## config.mk

```make
export PLATFORM = sky130hd
export DESIGN_NAME = stream_dma_read_command
export DESIGN_NICKNAME = d
export VERILOG_FILES = /design/src/stream_read_pkg.sv /design/src/stream_dma_read_command.sv
export VERILOG_INCLUDE_DIRS = /design/src
export SDC_FILE = /design/constraint.sdc
export NUM_CORES = 2
export LEC_CHECK = 0
export ABC_AREA = 0
export BUFFER_PORTS_ARGS = -buffer_cell sky130_fd_sc_hd__buf_4
export CORE_MARGIN = 1
export CORE_UTILIZATION = 61
export CTS_CLUSTER_SIZE = 16
export DETAILED_ROUTE_END_ITERATION = 10
export PLACE_DENSITY = 0.88
export SLEW_MARGIN = 20
export SYNTH_ARGS = -nofsm -noshare
export SYNTH_HDL_FRONTEND = slang
export SYNTH_SLANG_ARGS = --single-unit
```

## constraint.sdc

```tcl
create_clock -name ref_clk -period 41.8 [get_ports ref_clk]
set_clock_uncertainty 0.05 [all_clocks]
set_input_delay 0 -clock ref_clk [delete_from_list [all_inputs] [get_ports ref_clk]]
set_output_delay 0 -clock ref_clk [all_outputs]
set_load 0.03 [all_outputs]
```

## src/stream_read_params.svh

```systemverilog
// constants for the streaming dma read command interpreter
`ifndef STREAM_READ_PARAMS_SVH
`define STREAM_READ_PARAMS_SVH
// apb register byte offsets
`define REG_CTRL        12'h000
`define REG_FEAT        12'h004
`define REG_COUNT       12'h008
`define REG_LBA_LO      12'h00c
`define REG_LBA_HI      12'h010
`define REG_STATUS      12'h014
`define REG_ERROR       12'h018
`define REG_FAIL_LO     12'h01c
`define REG_FAIL_HI     12'h020
`define REG_FAIL_CNT    12'h024
`define REG_TIMEUNIT    12'h028
`define REG_DEFLIMIT    12'h02c
`define REG_IRQ_STAT    12'h030
`define REG_IRQ_MASK    12'h034
`define REG_ERRLOG      12'h038
// feature byte fields
`define FEAT_URGENT     7
`define FEAT_CONT       6
`define FEAT_NOTSEQ     5
`define FEAT_RESUME     4
`define FEAT_SID_HI     2
// status bits
`define ST_BUSY         7
`define ST_READY        6
`define ST_STREAM_ERR   5
`define ST_DEFER_ERR    4
`define ST_DRQ          3
`define ST_ERR          0
// error register bits
`define ER_CRC          7
`define ER_UNC          6
`define ER_IDN          4
`define ER_ABT          2
`define ER_TIMEOUT      0
// timing: one microsecond of reference clock
`define CLK_MHZ         100
`define US_NS           1000
`define CLK_NS          10
`define CYC_PER_US      (`US_NS / `CLK_NS)
`define TIMEUNIT_RST    16'h0001
`endif

```

## src/stream_read_pkg.sv

```systemverilog
// types for the streaming dma read command interpreter
package stream_read_pkg;
    typedef struct packed {
        logic [31:0] addr;
        logic        write;
        logic [31:0] wdata;
    } apb_req_t;
    typedef struct packed {
        logic        urgent;
        logic        cont;
        logic        notSeq;
        logic        resume;
        logic [2:0]  streamId;
        logic [7:0]  limit;
    } feat_t;
    typedef struct packed {
        logic        valid;
        logic        crc;
        logic        unc;
        logic        idn;
        logic        abt;
    } media_err_t;
    typedef enum logic [2:0] {
        S_IDLE = 3'b000,
        S_XFER = 3'b001,
        S_DONE = 3'b010
    } state_t;
endpackage : stream_read_pkg
```

## src/stream_dma_read_command.sv

```systemverilog
// device-side streaming dma read command interpreter with apb registers
`timescale 1ns/1ps
`default_nettype none
`include "stream_read_params.svh"

module stream_dma_read_command #(
    parameter int STREAMS = 8
) (
    // clock and reset
    input  wire logic        ref_clk,
    input  wire logic        rst,
    // apb slave
    input  wire logic        psel,
    input  wire logic        penable,
    input  wire logic        pwrite,
    input  wire logic [11:0] paddr,
    input  wire logic [31:0] pwdata,
    output var  logic [31:0] prdata,
    output var  logic        pready,
    output var  logic        pslverr,
    // media side
    input  wire logic        sectorDone,
    input  wire stream_read_pkg::media_err_t mediaErr,
    input  wire logic        deferredWriteErr,
    // dma handshake
    output var  logic        dmaReq,
    input  wire logic        dmaAck,
    output var  logic [47:0] xferLba,
    // interrupt
    output var  logic        intrq
);
    if (STREAMS != 8) begin : g_bad_streams
        $error("stream_dma_read_command: three-bit stream id needs 8 streams");
    end

    ////////////////////////////////////////////////////////////////////////
    stream_read_pkg::state_t state_q, state_d;
    stream_read_pkg::feat_t  feat_q;
    logic [15:0] cntCur_q, cntPrev_q;
    logic [23:0] lbaCur_q, lbaPrev_q;
    logic [16:0] remain_q;
    logic [47:0] lba_q;
    logic [47:0] failLba_q;
    logic [16:0] failCnt_q;
    logic        failSeen_q;
    logic [7:0]  status_q, error_q;
    logic [7:0]  errLog_q;
    logic [15:0] timeUnit_q;
    logic [7:0]  defLimit_q [STREAMS];
    logic [47:0] lastErrLba_q [STREAMS];
    logic [31:0] usLeft_q;
    logic [7:0]  cycCnt_q;
    logic        limitOn_q;
    logic        hob_q;
    logic [2:0]  irqStat_q, irqMask_q;
    logic        deferSeen_q;

    function automatic logic [16:0] sectorsOf(input logic [15:0] c);
        sectorsOf = (c == 16'h0000) ? 17'h10000 : {1'b0, c};
    endfunction : sectorsOf

    wire acc      = psel && penable;
    wire wrEn     = acc && pwrite;
    wire cmdWrite = wrEn && (paddr == `REG_CTRL) && pwdata[0] && (state_q == stream_read_pkg::S_IDLE);
    wire hobWrite = wrEn && (paddr == `REG_CTRL);
    wire [7:0]  selDef = defLimit_q[feat_q.streamId];
    wire [7:0]  limByte = (feat_q.limit != 8'h00) ? feat_q.limit : selDef;
    wire [15:0] limStart = {8'h00, limByte};
    wire [31:0] budget = limStart * timeUnit_q;
    wire        tick = (cycCnt_q == 8'(`CYC_PER_US - 1));
    wire        expired = limitOn_q && (usLeft_q == 32'h0);
    wire        beat = dmaReq && dmaAck;
    wire        lastBeat = beat && (remain_q == 17'h1);
    wire        hardErr = mediaErr.valid && !feat_q.cont;
    wire        softErr = mediaErr.valid && feat_q.cont;

    ////////////////////////////////////////////////////////////////////////
    // command sequencer
    always_comb begin
        state_d = state_q;
        case (state_q)
            stream_read_pkg::S_IDLE: if (cmdWrite) state_d = stream_read_pkg::S_XFER;
            stream_read_pkg::S_XFER: if (lastBeat || hardErr || expired) state_d = stream_read_pkg::S_DONE;
            stream_read_pkg::S_DONE: state_d = stream_read_pkg::S_IDLE;
            default: state_d = stream_read_pkg::S_IDLE;
        endcase
    end

    always_ff @(posedge ref_clk or posedge rst) begin
        if (rst) begin
            state_q <= stream_read_pkg::S_IDLE;
        end else begin
            state_q <= state_d;
        end
    end

    // task file loads: previous byte is the older write
    always_ff @(posedge ref_clk or posedge rst) begin
        if (rst) begin
            cntCur_q  <= 16'h0;
            cntPrev_q <= 16'h0;
            lbaCur_q  <= 24'h0;
            lbaPrev_q <= 24'h0;
            feat_q    <= '0;
        end else if (wrEn && state_q == stream_read_pkg::S_IDLE) begin
            if (paddr == `REG_COUNT) begin
                cntPrev_q <= cntCur_q;
                cntCur_q  <= pwdata[15:0];
            end else if (paddr == `REG_LBA_LO) begin
                lbaPrev_q <= lbaCur_q;
                lbaCur_q  <= pwdata[23:0];
            end else if (paddr == `REG_FEAT) begin
                feat_q <= stream_read_pkg::feat_t'({pwdata[7:4], pwdata[2:0], pwdata[15:8]});
            end
        end
    end

    // transfer engine
    always_ff @(posedge ref_clk or posedge rst) begin
        if (rst) begin
            remain_q <= 17'h0;
            lba_q    <= 48'h0;
            dmaReq   <= 1'b0;
            xferLba  <= 48'h0;
        end else begin
            if (cmdWrite) begin
                remain_q <= sectorsOf({cntPrev_q[7:0], cntCur_q[7:0]});
                lba_q    <= feat_q.resume ? lastErrLba_q[feat_q.streamId]
                          : {lbaPrev_q[23:16], lbaPrev_q[15:8], lbaPrev_q[7:0],
                             lbaCur_q[23:16], lbaCur_q[15:8], lbaCur_q[7:0]};
                dmaReq   <= 1'b0;
            end else if (state_q == stream_read_pkg::S_XFER) begin
                dmaReq <= !(lastBeat || hardErr || expired);
                if (beat) begin
                    remain_q <= remain_q - 17'h1;
                    lba_q    <= lba_q + 48'h1;
                end
            end else begin
                dmaReq <= 1'b0;
            end
            xferLba <= lba_q;
        end
    end

    // completion time budget counter
    always_ff @(posedge ref_clk or posedge rst) begin
        if (rst) begin
            usLeft_q  <= 32'h0;
            cycCnt_q  <= 8'h0;
            limitOn_q <= 1'b0;
        end else if (cmdWrite) begin
            usLeft_q  <= budget;
            cycCnt_q  <= 8'h0;
            limitOn_q <= (budget != 32'h0);
        end else if (state_q == stream_read_pkg::S_XFER && limitOn_q) begin
            cycCnt_q <= tick ? 8'h0 : cycCnt_q + 8'h1;
            if (tick && usLeft_q != 32'h0) usLeft_q <= usLeft_q - 32'h1;
        end else if (state_q != stream_read_pkg::S_XFER) begin
            limitOn_q <= 1'b0;
        end
    end

    // error capture and ending status
    always_ff @(posedge ref_clk or posedge rst) begin
        if (rst) begin
            failLba_q   <= 48'h0;
            failCnt_q   <= 17'h0;
            failSeen_q  <= 1'b0;
            status_q    <= 8'h40;
            error_q     <= 8'h0;
            errLog_q    <= 8'h0;
            deferSeen_q <= 1'b0;
            for (int i = 0; i < STREAMS; i++) lastErrLba_q[i] <= 48'h0;
        end else begin
            if (deferredWriteErr) deferSeen_q <= 1'b1;
            if (cmdWrite) begin
                failSeen_q <= 1'b0;
                failCnt_q  <= 17'h0;
                error_q    <= 8'h0;
                errLog_q   <= 8'h0;
                status_q   <= 8'h80;
            end else if (state_q == stream_read_pkg::S_XFER) begin
                status_q[`ST_DRQ] <= dmaReq;
                if (mediaErr.valid) begin
                    if (!failSeen_q) begin
                        failLba_q  <= lba_q;
                        failSeen_q <= 1'b1;
                        lastErrLba_q[feat_q.streamId] <= lba_q;
                    end
                    failCnt_q <= failCnt_q + 17'h1;
                    if (softErr) begin
                        errLog_q <= errLog_q | {mediaErr.crc, mediaErr.unc, 1'b0, mediaErr.idn,
                                                1'b0, mediaErr.abt, 2'b00};
                    end else begin
                        error_q <= {mediaErr.crc, mediaErr.unc, 1'b0, mediaErr.idn,
                                    1'b0, mediaErr.abt, 2'b00};
                    end
                end
                if (expired) begin
                    if (feat_q.cont) errLog_q[`ER_TIMEOUT] <= 1'b1;
                    else error_q[`ER_TIMEOUT] <= 1'b1;
                end
            end else if (state_q == stream_read_pkg::S_DONE) begin
                status_q[`ST_BUSY]       <= 1'b0;
                status_q[`ST_DRQ]        <= 1'b0;
                status_q[`ST_READY]      <= 1'b1;
                status_q[`ST_STREAM_ERR] <= feat_q.cont && (failSeen_q || errLog_q != 8'h0);
                status_q[`ST_ERR]        <= !feat_q.cont && (error_q != 8'h0);
                status_q[`ST_DEFER_ERR]  <= deferSeen_q || deferredWriteErr;
                if (deferSeen_q || deferredWriteErr) deferSeen_q <= 1'b0;
            end
        end
    end

    ////////////////////////////////////////////////////////////////////////
    // configuration and interrupt registers
    wire [2:0] irqEvt = {expired && state_q == stream_read_pkg::S_XFER,
                         mediaErr.valid && state_q == stream_read_pkg::S_XFER,
                         state_q == stream_read_pkg::S_DONE};
    wire [2:0] irqClr = (wrEn && paddr == `REG_IRQ_STAT) ? pwdata[2:0] : 3'b000;
    wire [2:0] irqMaskNext = (wrEn && paddr == `REG_IRQ_MASK) ? pwdata[2:0] : irqMask_q;

    always_ff @(posedge ref_clk or posedge rst) begin
        if (rst) begin
            timeUnit_q <= `TIMEUNIT_RST;
            irqStat_q  <= 3'b000;
            irqMask_q  <= 3'b000;
            hob_q      <= 1'b0;
            intrq      <= 1'b0;
            for (int i = 0; i < STREAMS; i++) defLimit_q[i] <= 8'h00;
        end else begin
            irqStat_q <= (irqStat_q & ~irqClr) | irqEvt; // set wins
            intrq     <= |(((irqStat_q & ~irqClr) | irqEvt) & irqMaskNext);
            irqMask_q <= irqMaskNext;
            if (hobWrite) hob_q <= pwdata[7];
            if (wrEn && paddr == `REG_TIMEUNIT) timeUnit_q <= pwdata[15:0];
            if (wrEn && paddr == `REG_DEFLIMIT) defLimit_q[pwdata[10:8]] <= pwdata[7:0];
        end
    end

    ////////////////////////////////////////////////////////////////////////
    // apb read path
    wire [47:0] repLba = failSeen_q ? failLba_q : lba_q;
    wire [15:0] repCnt = feat_q.cont ? failCnt_q[15:0] : remain_q[15:0];
    wire        known = (paddr <= `REG_ERRLOG) && (paddr[1:0] == 2'b00);
    logic [31:0] rdMux;
    always_comb begin
        rdMux = 32'h0;
        if (paddr == `REG_CTRL) rdMux = {24'h0, hob_q, 7'h0};
        else if (paddr == `REG_FEAT) rdMux = {16'h0, feat_q.limit, feat_q.urgent, feat_q.cont,
                                              feat_q.notSeq, feat_q.resume, 1'b0, feat_q.streamId};
        else if (paddr == `REG_COUNT) rdMux = {16'h0, cntCur_q};
        else if (paddr == `REG_LBA_LO) rdMux = {8'h0, lbaCur_q};
        else if (paddr == `REG_LBA_HI) rdMux = {8'h0, lbaPrev_q};
        else if (paddr == `REG_STATUS) rdMux = {24'h0, status_q};
        else if (paddr == `REG_ERROR) rdMux = {24'h0, error_q};
        else if (paddr == `REG_FAIL_LO) rdMux = hob_q ? {8'h0, repLba[47:24]} : {8'h0, repLba[23:0]};
        else if (paddr == `REG_FAIL_HI) rdMux = {16'h0, repLba[47:32]};
        else if (paddr == `REG_FAIL_CNT) rdMux = {24'h0, hob_q ? repCnt[15:8] : repCnt[7:0]};
        else if (paddr == `REG_TIMEUNIT) rdMux = {16'h0, timeUnit_q};
        else if (paddr == `REG_IRQ_STAT) rdMux = {29'h0, irqStat_q};
        else if (paddr == `REG_IRQ_MASK) rdMux = {29'h0, irqMask_q};
        else if (paddr == `REG_ERRLOG) rdMux = {24'h0, errLog_q};
    end

    always_ff @(posedge ref_clk or posedge rst) begin
        if (rst) begin
            prdata  <= 32'h0;
            pready  <= 1'b0;
            pslverr <= 1'b0;
        end else begin
            pready  <= psel && !penable;
            pslverr <= psel && !penable && !known;
            prdata  <= (psel && !penable && !pwrite) ? rdMux : 32'h0;
        end
    end
endmodule : stream_dma_read_command
`default_nettype wire

```

[Word level (Yosys, flattened, before mapping)]
Index checks and enable logic that the tools add are counted.
Cells by class
  $add $sub $neg: 5
  multiply operators: 1
  magnitude comparators: 5
  equality and inequality tests: 24
  multiplexer cells: 86
  bitwise gates (word level): 11
  reduce and logical (&&, ||, !) cells: 69
Operator list (count)
  $bwmux 384: 1
  $mux 48: 8
  $mux 24: 9
  $mux 8: 19
  $bmux 48 s3: 1
  $demux 48 s3: 1
  $mux 32: 4
  $mux 17: 7
  $eq 12x6->1 const B: 7
  $bwmux 64: 1
  $mux 16: 4
  $reduce_bool 32->1: 2
  $add 48x1->48 const B: 1
  $eq 12x5->1 const B: 4
  $logic_not 32->1: 1
  $sub 32x1->32 const B: 1
  $logic_and 1x1->1: 27
  $bmux 8 s3: 1
  $demux 8 s3: 1
  $eq 12x4->1 const B: 2
  $mul 8x16->24: 1
  $reduce_bool 8->1: 3
  $mux 1: 21
  $add 17x1->17 const B: 1
  other kinds (34): 73
Storage, ports and cells
  flip-flop bits (word level): 840

[Longest topological paths before layout]
  depth in word-level cells: 16
  mapped depth: 26
  gate-level depth less buffers: 22

[Worst setup path before layout]
OpenSTA, ideal clock, no wires.
  kind: register -> register
  start point: register feat_q[8] in the netlist's numbering
  end point: register limitOn_q
  library setup time: 129 ps
  arrival time: 6715 ps
  setup slack: 34906 ps
  stages on the path, launching flop included: 24
  path through: dfrtp_1 > buf_2 > clkbuf_1 > mux4_2 > mux2_2 > a21oi_1 > clkbuf_1 > nor2b_1 > fa_1 > fa_1 > fa_1 > inv_1 > fa_1 > inv_1 > ha_1 > clkbuf_1 > nand3_1 > or4b_2 > nand3_1 > a41o_1 > xnor2_1 > o2111ai_1 > nor4_1 > a21oi_1
Between the ends
  cells in the longest elaborated chain, start to end: 8
RTL lines
  start: declaration: RTL line stream_dma_read_command.sv:38  | stream_read_pkg::feat_t feat_q;
  start signal: assignment: RTL line stream_dma_read_command.sv:113  | feat_q <= stream_read_pkg::feat_t'({pwdata[7:4], pwdata[2:0], pwdata[15:8]});
  $not 3->4 (not written as such): RTL line stream_dma_read_command.sv:66  | wire [7:0] selDef = defLimit_q[feat_q.streamId];
  $bmux 8 s3: RTL line stream_dma_read_command.sv:66
  $mux 8 (not written as such) (2 in a row): RTL line stream_dma_read_command.sv:66
  $mux 8: RTL line stream_dma_read_command.sv:67  | wire [7:0] limByte = (feat_q.limit != 8'h00) ? feat_q.limit : selDef;
  $mul 8x16->24: RTL line stream_dma_read_command.sv:69  | wire [31:0] budget = limStart * timeUnit_q;
  $reduce_bool 32->1: RTL line stream_dma_read_command.sv:154  | limitOn_q <= (budget != 32'h0);
  $mux 1: RTL line stream_dma_read_command.sv:151  | end else if (cmdWrite) begin
  end signal: assignment: RTL line stream_dma_read_command.sv:154
  end: declaration: RTL line stream_dma_read_command.sv:53  | logic limitOn_q;
No other way between the ends. The select of a mux whose other input is x is not followed.
A chain may end at the register's enable or synchronous reset.

[Final worst setup path]
Same ends and word-level chain as after synthesis.

==> flow_metrics.env <==
export IMPL_die_area_um2=70600
export IMPL_rsz0062_at_grt="false"
export IMPL_cp_slowest_cell="dfrtp_4"
export IMPL_grt_pass1_wl_um=184000
export IMPL_vdd_ir_drop_worst_mv=0.0307
export IMPL_rr_startpoint="feat_q[8]$_DFFE_PP0P_"
export IMPL_grt_use_total_pct=34.0
export IMPL_rrSetupSlack_ps=33430
export IMPL_worstPathMaxFanout=43
export IMPL_coreArea_um2=68700
export IMPL_crit_required_ps=42250
export IMPL_finalSetupViolCount=0
export IMPL_rows=96
export IMPL_cts_sinks=824
export IMPL_die_y_um=266
export IMPL_fin_cells=4510
export IMPL_antenna_left=0
export IMPL_worst_pin_slew_ps=1130
export IMPL_drive_gt1_share_pct=29.7
export IMPL_die_w_um=266
export IMPL_finalHoldViolCount=0
export IMPL_tns_ps=0
export IMPL_cts_tree="built"
export IMPL_maxCapViolations=0
export IMPL_syn_inst=3445
export IMPL_avgSynthCellArea_um2=12.3
export IMPL_yosysWarnings=0
export IMPL_synth_cell_types=89
export IMPL_regArea_um2=20600
export IMPL_cts_resized=0
export IMPL_place_inst=4306
export IMPL_finalNetCount=3697
export IMPL_gr_total_overflow=0
export IMPL_via_count=30300
export IMPL_wl_per_cell_um=26.1
export IMPL_max_freq_ghz=0.120
export IMPL_p_per_area_nw_per_um2=34.9
export IMPL_cts_root_buf="clkbuf_16"
export IMPL_drc=0
export IMPL_ctsHtreeMaxLevel=3
export IMPL_grt_antenna_before_repair=3
export IMPL_multiInputGateArea_um2=20400
export IMPL_grt_pass1_vias=31500
export IMPL_status="finished clean"
export IMPL_cpMostUsedCell="fa_1"
export IMPL_cp_slowest_stage_delay_ps=1020
export IMPL_drt_pass1_iterations=8
export IMPL_fill_cells=4292
export IMPL_hold_path_class="in -> async"
export IMPL_final_common_cell="dfrtp_1"
export IMPL_start_kind="flop"
export IMPL_p_leak_nw=22.0
export IMPL_areaGrowthSynthToFinish_pct=11.9
export IMPL_syn_cell_area_um2=42400
export IMPL_cp_num_buf_inv=2
export IMPL_routed_via_density=6.73
export IMPL_drt_iter0_drc=3664
export IMPL_clock_path_buffers=3
export IMPL_dp_hpwl_um=71800
export IMPL_cts_clk_slew_worst_paths_ps=60
export IMPL_most_common_layout_cells="dfrtp_1, mux2_2, nand2_1"
export IMPL_port_buffers=123
export IMPL_grt_max_degree=121
export IMPL_cp_top_family="adder cells"
export IMPL_synth_seq_cells=824
export IMPL_clock_latency_ps=670
export IMPL_place_gp_congestion=0.966
export IMPL_period_needed_ps=8370
export IMPL_initial_utilization_pct=61.8
export IMPL_slew_viol_final=0
export IMPL_seq_area_frac_synth_pct=48.6
export IMPL_crit_type="reg -> reg"
export IMPL_post_route_period_util_pct=20.0
export IMPL_post_cts_repair_setup_buffers=0
export IMPL_worst_setup_path_end_kind="flop"
export IMPL_crit_start="feat_q[8]$_DFFE_PP0P_"
export IMPL_arrival_ps=8820
export IMPL_crit_path_cell_trace="mux4_2 > mux2i_1 > nor2_1 > nor2_1 > nor2b_1 > fa_1 > fa_1 > fa_1 > inv_1 > fa_1 > inv_1 > ha_1 > a21oi_1 > o211ai_1 > a211o_1 > and2_1 > xnor2_1 > nand4_1 > nor4_1 > a21oi_1"
export IMPL_relSlewSlack_pct=24.2
export IMPL_synth_edf_count=0
export IMPL_ys_async_sr_fraction_pct=100
export IMPL_ios=141
export IMPL_synth_ff_type="dfrtp_1"
export IMPL_wl_um=118000
export IMPL_cts_buffers=85
[timing repair]
action,CTS,global route
endpoints found under the hold margin,303,0
hold buffers,44,0
setup endpoints to repair,0,0
[cells in the mapped netlist, drive strengths merged (6+ instances only)]
master  number  area share (%)
dfrtp      822              48
mux2       563              15
nand2      304             2.7
clkbuf     168             1.5
mux4       143             7.6
o21ai      127             1.5
inv        123             1.1
nor2b      119             1.8
nor2       113             1.0
buf         90             1.1
fa          84             4.0
a21oi       77            0.91
mux2i       75             1.8
nand3       62            0.73
ha          50             1.5
xnor2       46            0.95
a22oi       38            0.67
o211ai      37            0.65
nor3        36            0.50
nor4        34            0.62
nand2b      32            0.47
xor2        32            0.66
a31oi       24            0.35
nand4       24            0.35
and3        22            0.32
a211oi      21            0.37
and2        19            0.28
or4         19            0.35
a221oi      16            0.33
a311oi      12            0.25
or3         12            0.18
and4        10            0.21
or2          7            0.10
o31ai        6            0.11
[sequential cells by signal, indices dropped and copies added (netlist names), 2 cells and up]
register / flops
xferLba: 48
status_q: 6
irqStat_q: 3
error_q: 5
feat_q: 15
lbaCur_q: 24
failLba_q: 48
state_q: 2
cntPrev_q: 8
failCnt_q: 16
errLog_q: 5
irqMask_q: 3
lbaPrev_q: 24
cntCur_q: 16
prdata: 24
cycCnt_q: 8
lastErrLba_q: 384
remain_q: 17
usLeft_q: 32
defLimit_q: 64
lba_q: 48
timeUnit_q: 16
[power by group]
group          leakage [nW]  switching [mW]  internal, mW
Clock                  1.48           0.335         0.489
Sequential             11.3        0.000733         0.798
Combinational          9.16          0.0251       0.00752
[worst min-delay path, cell delays in order]
cell and delay [ps]:
dlygate4sd3_1 540, buf_4 150, inv_8 550
[cells by family (layout without fill, tap and decap cells)]
| family | Yosys count | after routing | synth area share [%] |
|---|---|---|---|
| flops | 824 | 824 | 48.6 |
| mux | 781 | 781 | 24.4 |
| compound gates | 412 | 412 | 6.25 |
| buf+inv | 381 | 506 | 3.66 |
| fa+ha+maj | 134 | 134 | 5.44 |
| simple gates | 834 | 834 | 10.1 |
| xor+xnor | 78 | 78 | 1.61 |
| other cells | 1 | 10 | 0.00884 |
[layout make-up]
type                            count  area share (%)
Sequential cell                   824            43.5
Multi-Input combinational cell   2247            42.9
Clock buffer                      122            5.20
Timing Repair Buffer              225            3.80
Tap cell                          931            2.45
Clock inverter                     36            1.22
Inverter                          123           0.988
Antenna cell                        2          0.0105
[per-stage QoR]
stage | utilization [%] | hold WS, ps | power (mW) | area, µm² | worst slack (ps)
detailed placement | 64.0 | 170 | 0.842 | 44000 | 33650
global placement | 64.0 | 174 | 0.842 | 44000 | 33690
global route | 69.1 | 77.9 | 1.69 | 47500 | 33190
CTS | 69.1 | 51.9 | 1.66 | 47500 | 33570
finish | 69.1 | 39.5 | 1.66 | 47500 | 33430
floorplan | - | 22.4 | 0.832 | 42500 | 18610
[routing by layer]
layer  part of all wire [%]  up-vias  GRT usage, %
met5                 0.0094        -             0
met4                    6.4        2          19.2
met3                     11      580          8.61
met2                     47     1998          52.9
met1                     36    15300          43.8
li1                       -    12400             -
[worst paths after layout]
check,endpoint,depth (start not counted)
hold / removal,cycCnt_q[5]$_DFFE_PP0P_,3
max in group asynchronous,feat_q[9]$_DFFE_PP0P_,7
hold reg to reg,failLba_q[1]$_DFFE_PP0P_,2
setup reg to reg,limitOn_q$_DFFE_PP0P_,20
min in group ref_clk,lbaCur_q[22]$_DFFE_PP0P_,3
setup / recovery,limitOn_q$_DFFE_PP0P_,20
(Power assumes the default switching activity.)
